## config.mk

```make
export PLATFORM = sky130hd
export DESIGN_NAME = ulock_top
export DESIGN_NICKNAME = d
export VERILOG_FILES = /design/src/include/ulock_pkg.sv /design/src/rtl/ulock_top.sv /design/src/rtl/ulock_usage_timer.sv
export SDC_FILE = /design/constraint.sdc
export NUM_CORES = 1
export LEC_CHECK = 0
export BUFFER_PORTS_ARGS = -buffer_cell sky130_fd_sc_hd__buf_4
export CAP_MARGIN = 20
export CORE_ASPECT_RATIO = 1.25
export CORE_MARGIN = 3
export CORE_UTILIZATION = 56
export DETAILED_ROUTE_END_ITERATION = 16
export PLACE_DENSITY = 0.77
export SYNTH_ARGS = -nofsm -noshare
export SYNTH_HDL_FRONTEND = slang
export SYNTH_SLANG_ARGS = --single-unit
```

## constraint.sdc

```tcl
create_clock -name clk_i -period 3.2 [get_ports clk_i]
set_clock_uncertainty 0.05 [all_clocks]
set_input_delay 0.96 -clock clk_i [delete_from_list [all_inputs] [get_ports clk_i]]
set_output_delay 0.96 -clock clk_i [all_outputs]
set_load 0.1 [all_outputs]
```

## src/include/ulock_pkg.sv

```systemverilog
package ulock_pkg;

	localparam int ADDR_W = 8;
	localparam int DATA_W = 16;
	localparam int NUM_STAGES = 4;

	// register map, one 16-bit register per address
	localparam logic [7:0] STAGE_BASE = 8'h00;
	localparam logic [7:0] HOURS_ADDR = 8'h08;
	localparam logic [7:0] SECONDS_ADDR = 8'h09;
	localparam logic [7:0] CTRL_ADDR = 8'h0A;
	localparam logic [7:0] UNLOCK_ADDR = 8'h0B;
	localparam logic [7:0] IRQ_STATUS_ADDR = 8'h0C;
	localparam logic [7:0] IRQ_CLEAR_ADDR = 8'h0D;
	localparam logic [7:0] IRQ_ENABLE_ADDR = 8'h0E;
	localparam logic [7:0] STATUS_ADDR = 8'h0F;
	localparam logic [7:0] FAULT_ADDR = 8'h10;

	// control and status fields
	localparam int CTRL_ENABLE_BIT = 0;
	localparam int STAT_ALARM_BIT = 0;
	localparam int STAT_TRIP_LSB = 1;
	localparam int STAT_ACTIVE_LSB = 3;
	localparam int STAT_ACTIVE_VALID_BIT = 5;
	localparam int STAT_ENABLE_BIT = 6;
	localparam int STAT_UNLOCKED_LSB = 8;

	// interrupt causes
	localparam int IRQ_W = 4;
	localparam int IRQ_ALARM_SET = 0;
	localparam int IRQ_ALARM_CLEAR = 1;
	localparam int IRQ_HOUR = 2;
	localparam int IRQ_BAD_PASSWORD = 3;

	// reset values and constants
	localparam logic [15:0] PASSWORD_RESET = 16'h0000;
	localparam logic [15:0] LIMIT_RESET = 16'h0000;
	localparam logic [15:0] PASSWORD_SET_READ = 16'h0001;
	localparam logic [15:0] LOCKOUT_FAULT_CODE = 16'h0078;
	localparam logic [15:0] SECS_PER_HOUR = 16'h0E10;
	localparam logic [15:0] HOURS_MAX = 16'hFFFF;

	// timing
	localparam longint ONE_SECOND_NS = 1000000000;
	localparam longint CLK_PERIOD_NS = 4;
	localparam int TICKS_PER_SECOND = int'(ONE_SECOND_NS / CLK_PERIOD_NS);

	typedef struct packed {
		logic [7:0] addr;
		logic [15:0] wdata;
		logic wr;
		logic rd;
	} ulock_bus_req_type;

endpackage

```

## src/rtl/ulock_top.sv

```systemverilog
`timescale 1ns/1ns
`default_nettype none
module ulock_top
#(
	parameter int TICKS_PER_SECOND = ulock_pkg::TICKS_PER_SECOND,
	parameter int NUM_STAGES = ulock_pkg::NUM_STAGES
)
(
	// clock and reset
	input wire logic clk_i,
	input wire logic reset_i,
	// register port
	input wire ulock_pkg::ulock_bus_req_type bus_req_i,
	output logic [15:0] rdata_o,
	// lockout
	output logic usage_lockout_alarm_o,
	output logic [15:0] fault_code_o,
	// interrupt
	output logic irq_o
);

	////////////////////////////////////////////////////////////////////////
	// address decoding

	function automatic logic is_stage_addr(input logic [7:0] addr);
		is_stage_addr = addr < (ulock_pkg::STAGE_BASE + 8'(2 * NUM_STAGES));
	endfunction

	function automatic int stage_of(input logic [7:0] addr);
		logic [7:0] rel;
		rel = addr - ulock_pkg::STAGE_BASE;
		stage_of = int'(rel[7:1]);
	endfunction

	function automatic logic is_limit_addr(input logic [7:0] addr);
		logic [7:0] rel;
		rel = addr - ulock_pkg::STAGE_BASE;
		is_limit_addr = rel[0];
	endfunction

	////////////////////////////////////////////////////////////////////////
	// declarations

	logic [15:0] password_r [NUM_STAGES];
	logic [15:0] limit_r [NUM_STAGES];
	logic [NUM_STAGES-1:0] unlocked_r;
	logic [NUM_STAGES-1:0] unlocked_nxt;
	logic [NUM_STAGES-1:0] pw_set;
	logic [NUM_STAGES-1:0] may_write;
	logic [NUM_STAGES-1:0] exceeded;
	logic [NUM_STAGES-1:0] limit_on;
	logic enable_r;
	logic alarm_nxt;
	logic [1:0] trip_stage_r;
	logic [1:0] trip_stage_nxt;
	logic [1:0] active_stage;
	logic active_valid;
	logic [ulock_pkg::IRQ_W-1:0] irq_status_r;
	logic [ulock_pkg::IRQ_W-1:0] irq_enable_r;
	logic [ulock_pkg::IRQ_W-1:0] irq_event;
	logic bad_password;
	logic [15:0] hours;
	logic [15:0] seconds;
	logic hour_tick;
	logic wr;
	logic rd;
	logic [7:0] addr;
	logic [15:0] wdata;

	assign wr = bus_req_i.wr;
	assign rd = bus_req_i.rd;
	assign addr = bus_req_i.addr;
	assign wdata = bus_req_i.wdata;

	////////////////////////////////////////////////////////////////////////
	// usage time accumulator

	ulock_usage_timer #(
		.TICKS_PER_SECOND(TICKS_PER_SECOND)
	) u_timer (
		.clk_i(clk_i),
		.reset_i(reset_i),
		.enable_i(enable_r),
		.hours_wr_i(wr && addr == ulock_pkg::HOURS_ADDR),
		.seconds_wr_i(wr && addr == ulock_pkg::SECONDS_ADDR),
		.wdata_i(wdata),
		.hours_o(hours),
		.seconds_o(seconds),
		.hour_tick_o(hour_tick)
	);

	always_ff @(posedge clk_i)
	begin
		if (reset_i)
			enable_r <= 1'b0;
		else if (wr && addr == ulock_pkg::CTRL_ADDR)
			enable_r <= wdata[ulock_pkg::CTRL_ENABLE_BIT];
	end

	////////////////////////////////////////////////////////////////////////
	// stage registers and password protection

	genvar g;
	generate
		for (g = 0; g < NUM_STAGES; g++)
		begin : g_stage
			assign pw_set[g] = password_r[g] != 16'h0000;
			assign may_write[g] = !pw_set[g] || unlocked_r[g];
			assign limit_on[g] = limit_r[g] != 16'h0000;
			assign exceeded[g] = limit_on[g] && (hours > limit_r[g]);

			always_ff @(posedge clk_i)
			begin
				if (reset_i)
					password_r[g] <= ulock_pkg::PASSWORD_RESET;
				else if (wr && is_stage_addr(addr) && stage_of(addr) == g && !is_limit_addr(addr)
					&& may_write[g])
					password_r[g] <= wdata;
			end

			// raising or zeroing the limit clears the alarm, as do lowering hours and disabling counting
			always_ff @(posedge clk_i)
			begin
				if (reset_i)
					limit_r[g] <= ulock_pkg::LIMIT_RESET;
				else if (wr && is_stage_addr(addr) && stage_of(addr) == g && is_limit_addr(addr)
					&& may_write[g])
					limit_r[g] <= wdata;
			end

			// entry opens only the stage whose set password it matches
			always_comb
			begin
				unlocked_nxt[g] = unlocked_r[g];
				if (wr && addr == ulock_pkg::UNLOCK_ADDR)
					unlocked_nxt[g] = pw_set[g] && (wdata == password_r[g]);
			end
		end
	endgenerate

	always_ff @(posedge clk_i)
	begin
		if (reset_i)
			unlocked_r <= '0;
		else
			unlocked_r <= unlocked_nxt;
	end

	assign bad_password = wr && addr == ulock_pkg::UNLOCK_ADDR && (unlocked_nxt & pw_set) == '0;

	////////////////////////////////////////////////////////////////////////
	// lockout comparison

	// lowest tripped stage reported; lowest enabled stage is the active one
	always_comb
	begin
		alarm_nxt = |exceeded;
		trip_stage_nxt = 2'h0;
		active_stage = 2'h0;
		active_valid = 1'b0;
		for (int i = NUM_STAGES - 1; i >= 0; i--)
		begin
			if (exceeded[i])
				trip_stage_nxt = 2'(i);
			if (limit_on[i])
			begin
				active_stage = 2'(i);
				active_valid = 1'b1;
			end
		end
	end

	always_ff @(posedge clk_i)
	begin
		if (reset_i)
			usage_lockout_alarm_o <= 1'b0;
		else
			usage_lockout_alarm_o <= alarm_nxt;
	end

	always_ff @(posedge clk_i)
	begin
		if (reset_i)
			fault_code_o <= 16'h0000;
		else
			fault_code_o <= alarm_nxt ? ulock_pkg::LOCKOUT_FAULT_CODE : 16'h0000;
	end

	always_ff @(posedge clk_i)
	begin
		if (reset_i)
			trip_stage_r <= 2'h0;
		else if (alarm_nxt)
			trip_stage_r <= trip_stage_nxt;
	end

	////////////////////////////////////////////////////////////////////////
	// interrupts

	always_comb
	begin
		irq_event = '0;
		irq_event[ulock_pkg::IRQ_ALARM_SET] = alarm_nxt && !usage_lockout_alarm_o;
		irq_event[ulock_pkg::IRQ_ALARM_CLEAR] = !alarm_nxt && usage_lockout_alarm_o;
		irq_event[ulock_pkg::IRQ_HOUR] = hour_tick;
		irq_event[ulock_pkg::IRQ_BAD_PASSWORD] = bad_password;
	end

	// set beats a clear landing in the same cycle
	always_ff @(posedge clk_i)
	begin
		if (reset_i)
			irq_status_r <= '0;
		else if (wr && addr == ulock_pkg::IRQ_CLEAR_ADDR)
			irq_status_r <= (irq_status_r & ~wdata[ulock_pkg::IRQ_W-1:0]) | irq_event;
		else
			irq_status_r <= irq_status_r | irq_event;
	end

	always_ff @(posedge clk_i)
	begin
		if (reset_i)
			irq_enable_r <= '0;
		else if (wr && addr == ulock_pkg::IRQ_ENABLE_ADDR)
			irq_enable_r <= wdata[ulock_pkg::IRQ_W-1:0];
	end

	assign irq_o = |(irq_status_r & irq_enable_r);

	////////////////////////////////////////////////////////////////////////
	// read port

	always_ff @(posedge clk_i)
	begin
		if (reset_i)
			rdata_o <= 16'h0000;
		else if (!rd)
			rdata_o <= 16'h0000;
		else if (is_stage_addr(addr) && is_limit_addr(addr))
			rdata_o <= limit_r[stage_of(addr)];
		else if (is_stage_addr(addr))
			rdata_o <= pw_set[stage_of(addr)] ? ulock_pkg::PASSWORD_SET_READ : 16'h0000;
		else if (addr == ulock_pkg::HOURS_ADDR)
			rdata_o <= hours;
		else if (addr == ulock_pkg::SECONDS_ADDR)
			rdata_o <= seconds;
		else if (addr == ulock_pkg::CTRL_ADDR)
			rdata_o <= 16'(enable_r) << ulock_pkg::CTRL_ENABLE_BIT;
		else if (addr == ulock_pkg::IRQ_STATUS_ADDR)
			rdata_o <= 16'(irq_status_r);
		else if (addr == ulock_pkg::IRQ_ENABLE_ADDR)
			rdata_o <= 16'(irq_enable_r);
		else if (addr == ulock_pkg::STATUS_ADDR)
		begin
			rdata_o <= (16'(usage_lockout_alarm_o) << ulock_pkg::STAT_ALARM_BIT)
				| (16'(trip_stage_r) << ulock_pkg::STAT_TRIP_LSB)
				| (16'(active_stage) << ulock_pkg::STAT_ACTIVE_LSB)
				| (16'(active_valid) << ulock_pkg::STAT_ACTIVE_VALID_BIT)
				| (16'(enable_r) << ulock_pkg::STAT_ENABLE_BIT)
				| (16'(unlocked_r) << ulock_pkg::STAT_UNLOCKED_LSB);
		end
		else if (addr == ulock_pkg::FAULT_ADDR)
			rdata_o <= fault_code_o;
		else
			rdata_o <= 16'h0000;
	end

endmodule
`default_nettype wire

```

## src/rtl/ulock_usage_timer.sv

```systemverilog
`timescale 1ns/1ns
`default_nettype none
module ulock_usage_timer
#(
	parameter int TICKS_PER_SECOND = ulock_pkg::TICKS_PER_SECOND
)
(
	// clock and reset
	input wire logic clk_i,
	input wire logic reset_i,
	// control
	input wire logic enable_i,
	input wire logic hours_wr_i,
	input wire logic seconds_wr_i,
	input wire logic [15:0] wdata_i,
	// counters
	output logic [15:0] hours_o,
	output logic [15:0] seconds_o,
	output logic hour_tick_o
);

	localparam int CW = $clog2(TICKS_PER_SECOND + 1);
	localparam logic [CW-1:0] TICK_LAST = CW'(TICKS_PER_SECOND - 1);

	logic [CW-1:0] tick_cnt_r;
	logic second_tick;
	logic hour_wrap;

	assign second_tick = enable_i && (tick_cnt_r == TICK_LAST);
	assign hour_wrap = second_tick && (seconds_o == ulock_pkg::SECS_PER_HOUR - 16'h0001);

	////////////////////////////////////////////////////////////////////////
	// own counters only; no link to lifetime power-on counters
	always_ff @(posedge clk_i)
	begin
		if (reset_i || !enable_i || second_tick)
			tick_cnt_r <= '0;
		else
			tick_cnt_r <= tick_cnt_r + CW'(1);
	end

	always_ff @(posedge clk_i)
	begin
		if (reset_i || !enable_i)
			seconds_o <= 16'h0000;
		else if (seconds_wr_i)
			seconds_o <= wdata_i;
		else if (hour_wrap)
			seconds_o <= 16'h0000;
		else if (second_tick)
			seconds_o <= seconds_o + 16'h0001;
	end

	// saturates rather than wrapping, a wrap would silently unlock
	always_ff @(posedge clk_i)
	begin
		if (reset_i || !enable_i)
			hours_o <= 16'h0000;
		else if (hours_wr_i)
			hours_o <= wdata_i;
		else if (hour_wrap && hours_o != ulock_pkg::HOURS_MAX)
			hours_o <= hours_o + 16'h0001;
	end

	always_ff @(posedge clk_i)
	begin
		if (reset_i)
			hour_tick_o <= 1'b0;
		else
			hour_tick_o <= hour_wrap && !hours_wr_i;
	end

endmodule
`default_nettype wire

```

==> results.py, run 1 <==
metrics = {
    "sta": {
        "fin_crit_ps": 2734,
        "relSlewSlack_pct": 58.28,
        "slew_violations": 0,
        "max_freq_mhz": 365.8,
        "fin_setup_tns_ps": 0,
        "tightest_slew_ps": 625.0,
        "period_share_pct": 85.42,
        "rsz0062_at_grt": "false",
        "setup_viol": 0,
        "finalHoldViolCount": 0,
    },
    "drt": {
        "dr.pass1.iters": 7,
        "ant_nets": 0,
        "wl_um": 36810,
        "vias_per_cell": 6.388,
        "drc": 0,
        "vias": 10368,
        "wl_per_cell_um": 22.68,
        "dr.first_iter.drc_count": 1359,
    },
    "worst_setup_path": {
        "startpoint_type": "flop",
        "path_max_fanout": 7,
        "worstPathRequired_ps": 3580,
        "endpoint_kind": "flop",
        "crit_type": "reg2reg",
        "worstPathArrival_ps": 3110,
    },
    "die": {
        "io_pins": 62,
        "coreArea_um2": 21920,
        "die_area_um2": 24490,
        "die-height_um": 174.2,
        "die_w_um": 140.6,
        "start_util_pct": 57.84,
        "core.rowCount": 60,
    },
    "placement": {
        "postPlaceCellArea_um2": 13390,
        "io_buffer_count": 49,
        "dp_hpwl_um": 26010,
        "gp_congestion": 1.021,
    },
    "clock_tree": {
        "clock_tree.root_cell": "clkbuf_16",
        "cts.sinks": 221,
        "cts_buffers": 24,
        "clkLatencyLatePin_ps": 540,
        "ctsHoldBuffers": 0,
        "post_cts_buffers": 0,
        "cts.path.max_buffers": 3,
        "cts_resized": 0,
        "cts_max_level": 1,
        "cts_tree": "done",
        "clk_pin_slew_ps": 60,
    },
    "logic_synthesis": {
        "synth_top_area_cell": "edfxtp_1",
        "synth_compound_area_share_pct": 8.793,
        "syn_area_per_cell_um2": 9.790,
        "synth_edf_count": 128,
        "synth_top_family_by_area": "simple AND/OR/NAND/NOR gates",
        "synthMuxAreaShare_pct": 3.750,
        "synth-seq-cells": 221,
        "ys_warn_count": 0,
        "yosysSeqAreaShare_pct": 45.00,
        "yosys-top-cells-count": "and3_1, edfxtp_1, nand2_1",
        "yosys.area_share.xor_xnor_pct": 7.875,
        "synth_fa_ha_area_share_pct": 6.612,
        "yosys_most_used_dff": "edfxtp_1",
        "netlist_area_um2": 12680,
        "synth-simple-area-share_pct": 21.95,
        "synth_top_area_share_pct": 30.32,
        "ys_async_sr_fraction_pct": 0,
        "synthTopCellsByArea": "edfxtp_1, dfxtp_1, ha_1",
        "ys_types": 72,
        "synthCells": 1295,
    },
    "power": {
        "power_mw": 6.629,
        "ir_drop_mv": 0.4979,
        "power_leakage_nw": 5.746,
        "powerDensity_nw_per_um2": 464.4,
    },
    "cells_and_area": {
        "final_cell_area_um2": 14270,
        "final_nets": 1421,
        "fin_util_pct": 65.12,
        "syn_to_final_growth_pct": 12.59,
        "insertedDiodeCount": 0,
        "drive_above_1_share_pct": 12.87,
    },
    "global_routing": {
        "track_usage_pct": 29.41,
        "grt_max_degree": 49,
        "grt_overflow_total": 0,
        "antenna_found_initial": 1,
        "grt_pass1_wl_um": 56520,
        "grt_pass1_vias": 9953,
    },
    "min_path": {
        "hold_path_class": "reg2reg",
    },
    "flow_run": {
        "maxCapViolations": 0,
    },
    "status": {
        "status": "complete, no violations",
    },
}
## per-layer routing
layer	global-route usage, %	wire, um	vias up
met5	0	12	-
met1	38.08	13920	4985
li1	-	-	4727
met2	49.44	17910	540
met3	4.595	3281	114
met4	11.63	1685	2
## kinds of logic after synthesis
family          count (synthesis)
compound gates                180
xor+xnor                      114
fa+ha+maj                      67
buf+inv                       184
flops                         221
mux                            26
other cells                     1
simple gates                  502
## layout by cell type, fill, tap and decap left out, types with 3 or more instances in the layout
| cell type | instances |
|---|---|
| a211oi_1 | 8 |
| a21o_1 | 6 |
| a21oi_1 | 57 |
| a221oi_1 | 4 |
| a22oi_1 | 23 |
| a31oi_1 | 6 |
| and2_1 | 19 |
| and3_1 | 128 |
| and4_1 | 6 |
| buf_12 | 3 |
| buf_4 | 93 |
| bufinv_16 | 6 |
| clkbuf_16 | 24 |
| clkinvlp_2 | 3 |
| conb_1 | 12 |
| dfxtp_1 | 93 |
| edfxtp_1 | 128 |
| ha_1 | 67 |
| inv_1 | 82 |
| mux2i_1 | 7 |
| mux4_2 | 17 |
| nand2_1 | 96 |
| nand2b_1 | 5 |
| nand3_1 | 35 |
| nand4_1 | 42 |
| nor2_1 | 62 |
| nor2b_1 | 9 |
| nor3_1 | 23 |
| nor4_1 | 45 |
| o211ai_1 | 3 |
| o21ai_0 | 46 |
| o22ai_1 | 3 |
| or3_1 | 5 |
| xnor2_1 | 48 |
| xor2_1 | 66 |
## layout make-up
class                   instances  area, um^2
flip-flops and latches        221        5705
multi-input cells             901        6269
inverters                      82       307.8
clock inverters                16       250.2
well taps                     279       349.1
fillers                      1727        7646
repair buffers                 96       758.2
clock buffers                  28       635.6
## flip-flops by register name (all words and copies together) (netlist names)
register             count
password_r              64
trip_stage_r             2
unlocked_r               4
limit_r                 64
enable_r                 1
fault_code_o             1
irq_enable_r             4
u_timer.hour_tick_o      1
rdata_o                 16
irq_status_r             4
u_timer.tick_cnt_r      28
u_timer.hours_o         16
u_timer.seconds_o       16
## worst max-delay path: stages (launching register included)
cell      delay [ps]
dfxtp_1          580
ha_1             230
nand4_1          140
or3b_2           480
o311ai_0         570
nand4_1          330
and2_1           260
## per-stage QoR
stage / hold slack (ps) / setup slack, ps / instances
after detailed placement: 384.0 / 100.8 / 1579
after CTS: 414.2 / 488.0 / 1623
after global routing: 429.7 / 393.9 / 1623
after floorplan: 363.0 / 5.733 / 1306
final: 416.6 / 466.4 / 1623
after global placement: 379.7 / 108.3 / 1579
## power by group
part / switching, mW / internal, mW
Clock: 1.15 / 1.91
Combinational: 0.309 / 0.140
Sequential: 0.0590 / 3.06
Total: 1.52 / 5.11
## final timing paths
check,to,start,depth (start not counted),slack [ps]
worst max-delay path,fault_code_o[5],u_timer.hours_o[15],6,470
worst min-delay path,u_timer.tick_cnt_r[0],u_timer.tick_cnt_r[0],1,420
worst max register to register,fault_code_o[5],u_timer.hours_o[15],6,470
worst min register to register,u_timer.tick_cnt_r[0],u_timer.tick_cnt_r[0],1,420
Note: power is estimated with default switching activity, not from simulation.
==> inputs of run 2 (changes only) <==
CORE_UTILIZATION = 62   (was 56)
PLACE_DENSITY = 0.8   (was 0.77)
clock period = 3 ns   (was 3.2 ns; I/O delays follow)
==> results.py, run 2 (synthesis gave the netlist of run 1 again) <==
metrics = {
    "clock_tree": {
        "cts.sinks": 221,
        "post_cts_buffers": 0,
        "clkLatencyLatePin_ps": 540,
        "cts_tree": "done",
        "clock_tree.root_cell": "clkbuf_16",
        "cts_max_level": 1,
        "cts_buffers": 23,
        "clk_pin_slew_ps": 60,
        "cts.path.max_buffers": 3,
        "ctsHoldBuffers": 0,
        "cts_resized": 0,
    },
    "sta": {
        "max_freq_mhz": 343.9,
        "finalHoldViolCount": 0,
        "fin_setup_tns_ps": 0,
        "rsz0062_at_grt": "false",
        "slew_violations": 0,
        "relSlewSlack_pct": 57.15,
        "setup_viol": 0,
        "fin_crit_ps": 2908,
        "setup_ws_ps": 92.45,
        "tightest_slew_ps": 634.8,
        "period_share_pct": 96.92,
        "hold_ws_ps": 415.5,
    },
    "worst_setup_path": {
        "worstPathArrival_ps": 3300,
        "reg2reg_depth": 8,
        "cp_slowest_stage_delay_ps": 720,
        "worstPathRequired_ps": 3390,
        "path_delay_family": "compound AO/OA/AOI/OAI gates",
        "crit_chain": "ha_1, a2111oi_0, nand2_1, a31oi_1, o221ai_1, o311ai_0, nand4_1, and2_1",
        "endpoint_kind": "flop",
        "startpoint_type": "flop",
        "cpMaxStageDelayCell": "dfxtp_1",
        "crit_buf_inv": 0,
        "crit_type": "reg2reg",
        "path_depth": 8,
        "path_max_fanout": 8,
    },
    "global_routing": {
        "grt_max_degree": 49,
        "track_usage_pct": 31.95,
        "grt_overflow_total": 0,
        "antenna_found_initial": 1,
        "grt_pass1_vias": 10219,
        "grt_pass1_wl_um": 55920,
    },
    "min_path": {
        "min_delay_path_depth": 2,
        "hold_path_class": "reg2reg",
    },
    "power": {
        "power_leakage_nw": 5.745,
        "power_mw": 6.605,
        "powerDensity_nw_per_um2": 463.6,
        "ir_drop_mv": 0.5325,
    },
    "drt": {
        "wl_per_cell_um": 22.10,
        "wl_um": 35700,
        "vias": 10391,
        "dr.pass1.iters": 7,
        "drc": 0,
        "dr.first_iter.drc_count": 1210,
        "ant_nets": 0,
        "vias_per_cell": 6.434,
    },
    "die": {
        "die_w_um": 133.9,
        "core.rowCount": 57,
        "start_util_pct": 64.18,
        "coreArea_um2": 19760,
        "die-height_um": 165.9,
        "io_pins": 62,
        "die_area_um2": 22210,
    },
    "placement": {
        "io_buffer_count": 49,
        "gp_congestion": 1.029,
        "dp_slack_ps": 72.99,
        "dp_hpwl_um": 25360,
    },
    "cells_and_area": {
        "drive_above_1_share_pct": 13.05,
        "final_cell_mix": "and3_1, edfxtp_1, nand2_1",
        "final_nets": 1427,
        "syn_to_final_growth_pct": 12.38,
        "top_regs": "limit_r x64, password_r x64, u_timer.tick_cnt_r x28",
    },
    "flow_run": {
        "maxCapViolations": 0,
    },
    "status": {
        "status": "complete, no violations",
    },
}
==> run 2: area by class of cell <==
class                      count  area, um^2
timing repair buffer         103       885.9
clock buffer                  26       586.8
fill                        1438        5508
tap                          265       331.6
antenna                        1       2.502
clock inverter                16       146.4
multi-input combinational    901        6281
sequential                   221        5705
inverter                      82       307.8
==> run 2: worst paths after layout <==
check,startpoint,endpoint,slack [ps]
hold / removal,u_timer.hour_tick_o,irq_status_r[2],420
setup / recovery,u_timer.hours_o[7],fault_code_o[5],90
hold reg to reg,u_timer.hour_tick_o,irq_status_r[2],420
setup reg to reg,u_timer.hours_o[7],fault_code_o[5],90
==> run 2: worst register-to-register path, cell delays in order (launching register included) <==
cell and delay, ps:
dfxtp_1 720, ha_1 370, a2111oi_0 400, nand2_1 80, a31oi_1 170, o221ai_1 150, o311ai_0 210, nand4_1 380
and2_1 270
==> run 2: through the flow <==
| step | cells | util (%) | area (um^2) |
|---|---|---|---|
| final | 1615 | 72.12 | 14250 |
| after global routing | 1614 | 72.11 | 14240 |
| after CTS | 1614 | 72.11 | 14240 |
| after floorplan | 1306 | - | 12740 |
| after detailed placement | 1572 | 68.40 | 13510 |
| after global placement | 1572 | 68.40 | 13510 |
==> run 2: routing by layer <==
metal | part of all wire (%) | vias to the layer above | global-route usage, %
li1 | - | 4760 | -
met1 | 37 | 4903 | 40.87
met2 | 48 | 580 | 53.40
met3 | 9.6 | 148 | 4.788
met4 | 5.4 | 0 | 14.94
met5 | 0 | - | 0
==> run 2: power breakdown <==
part | internal, mW | total [mW] | switching [mW]
Combinational | 0.161 | 0.493 | 0.332
Clock | 1.59 | 2.79 | 1.20
Sequential | 3.26 | 3.32 | 0.0639
Total | 5.01 | 6.60 | 1.59
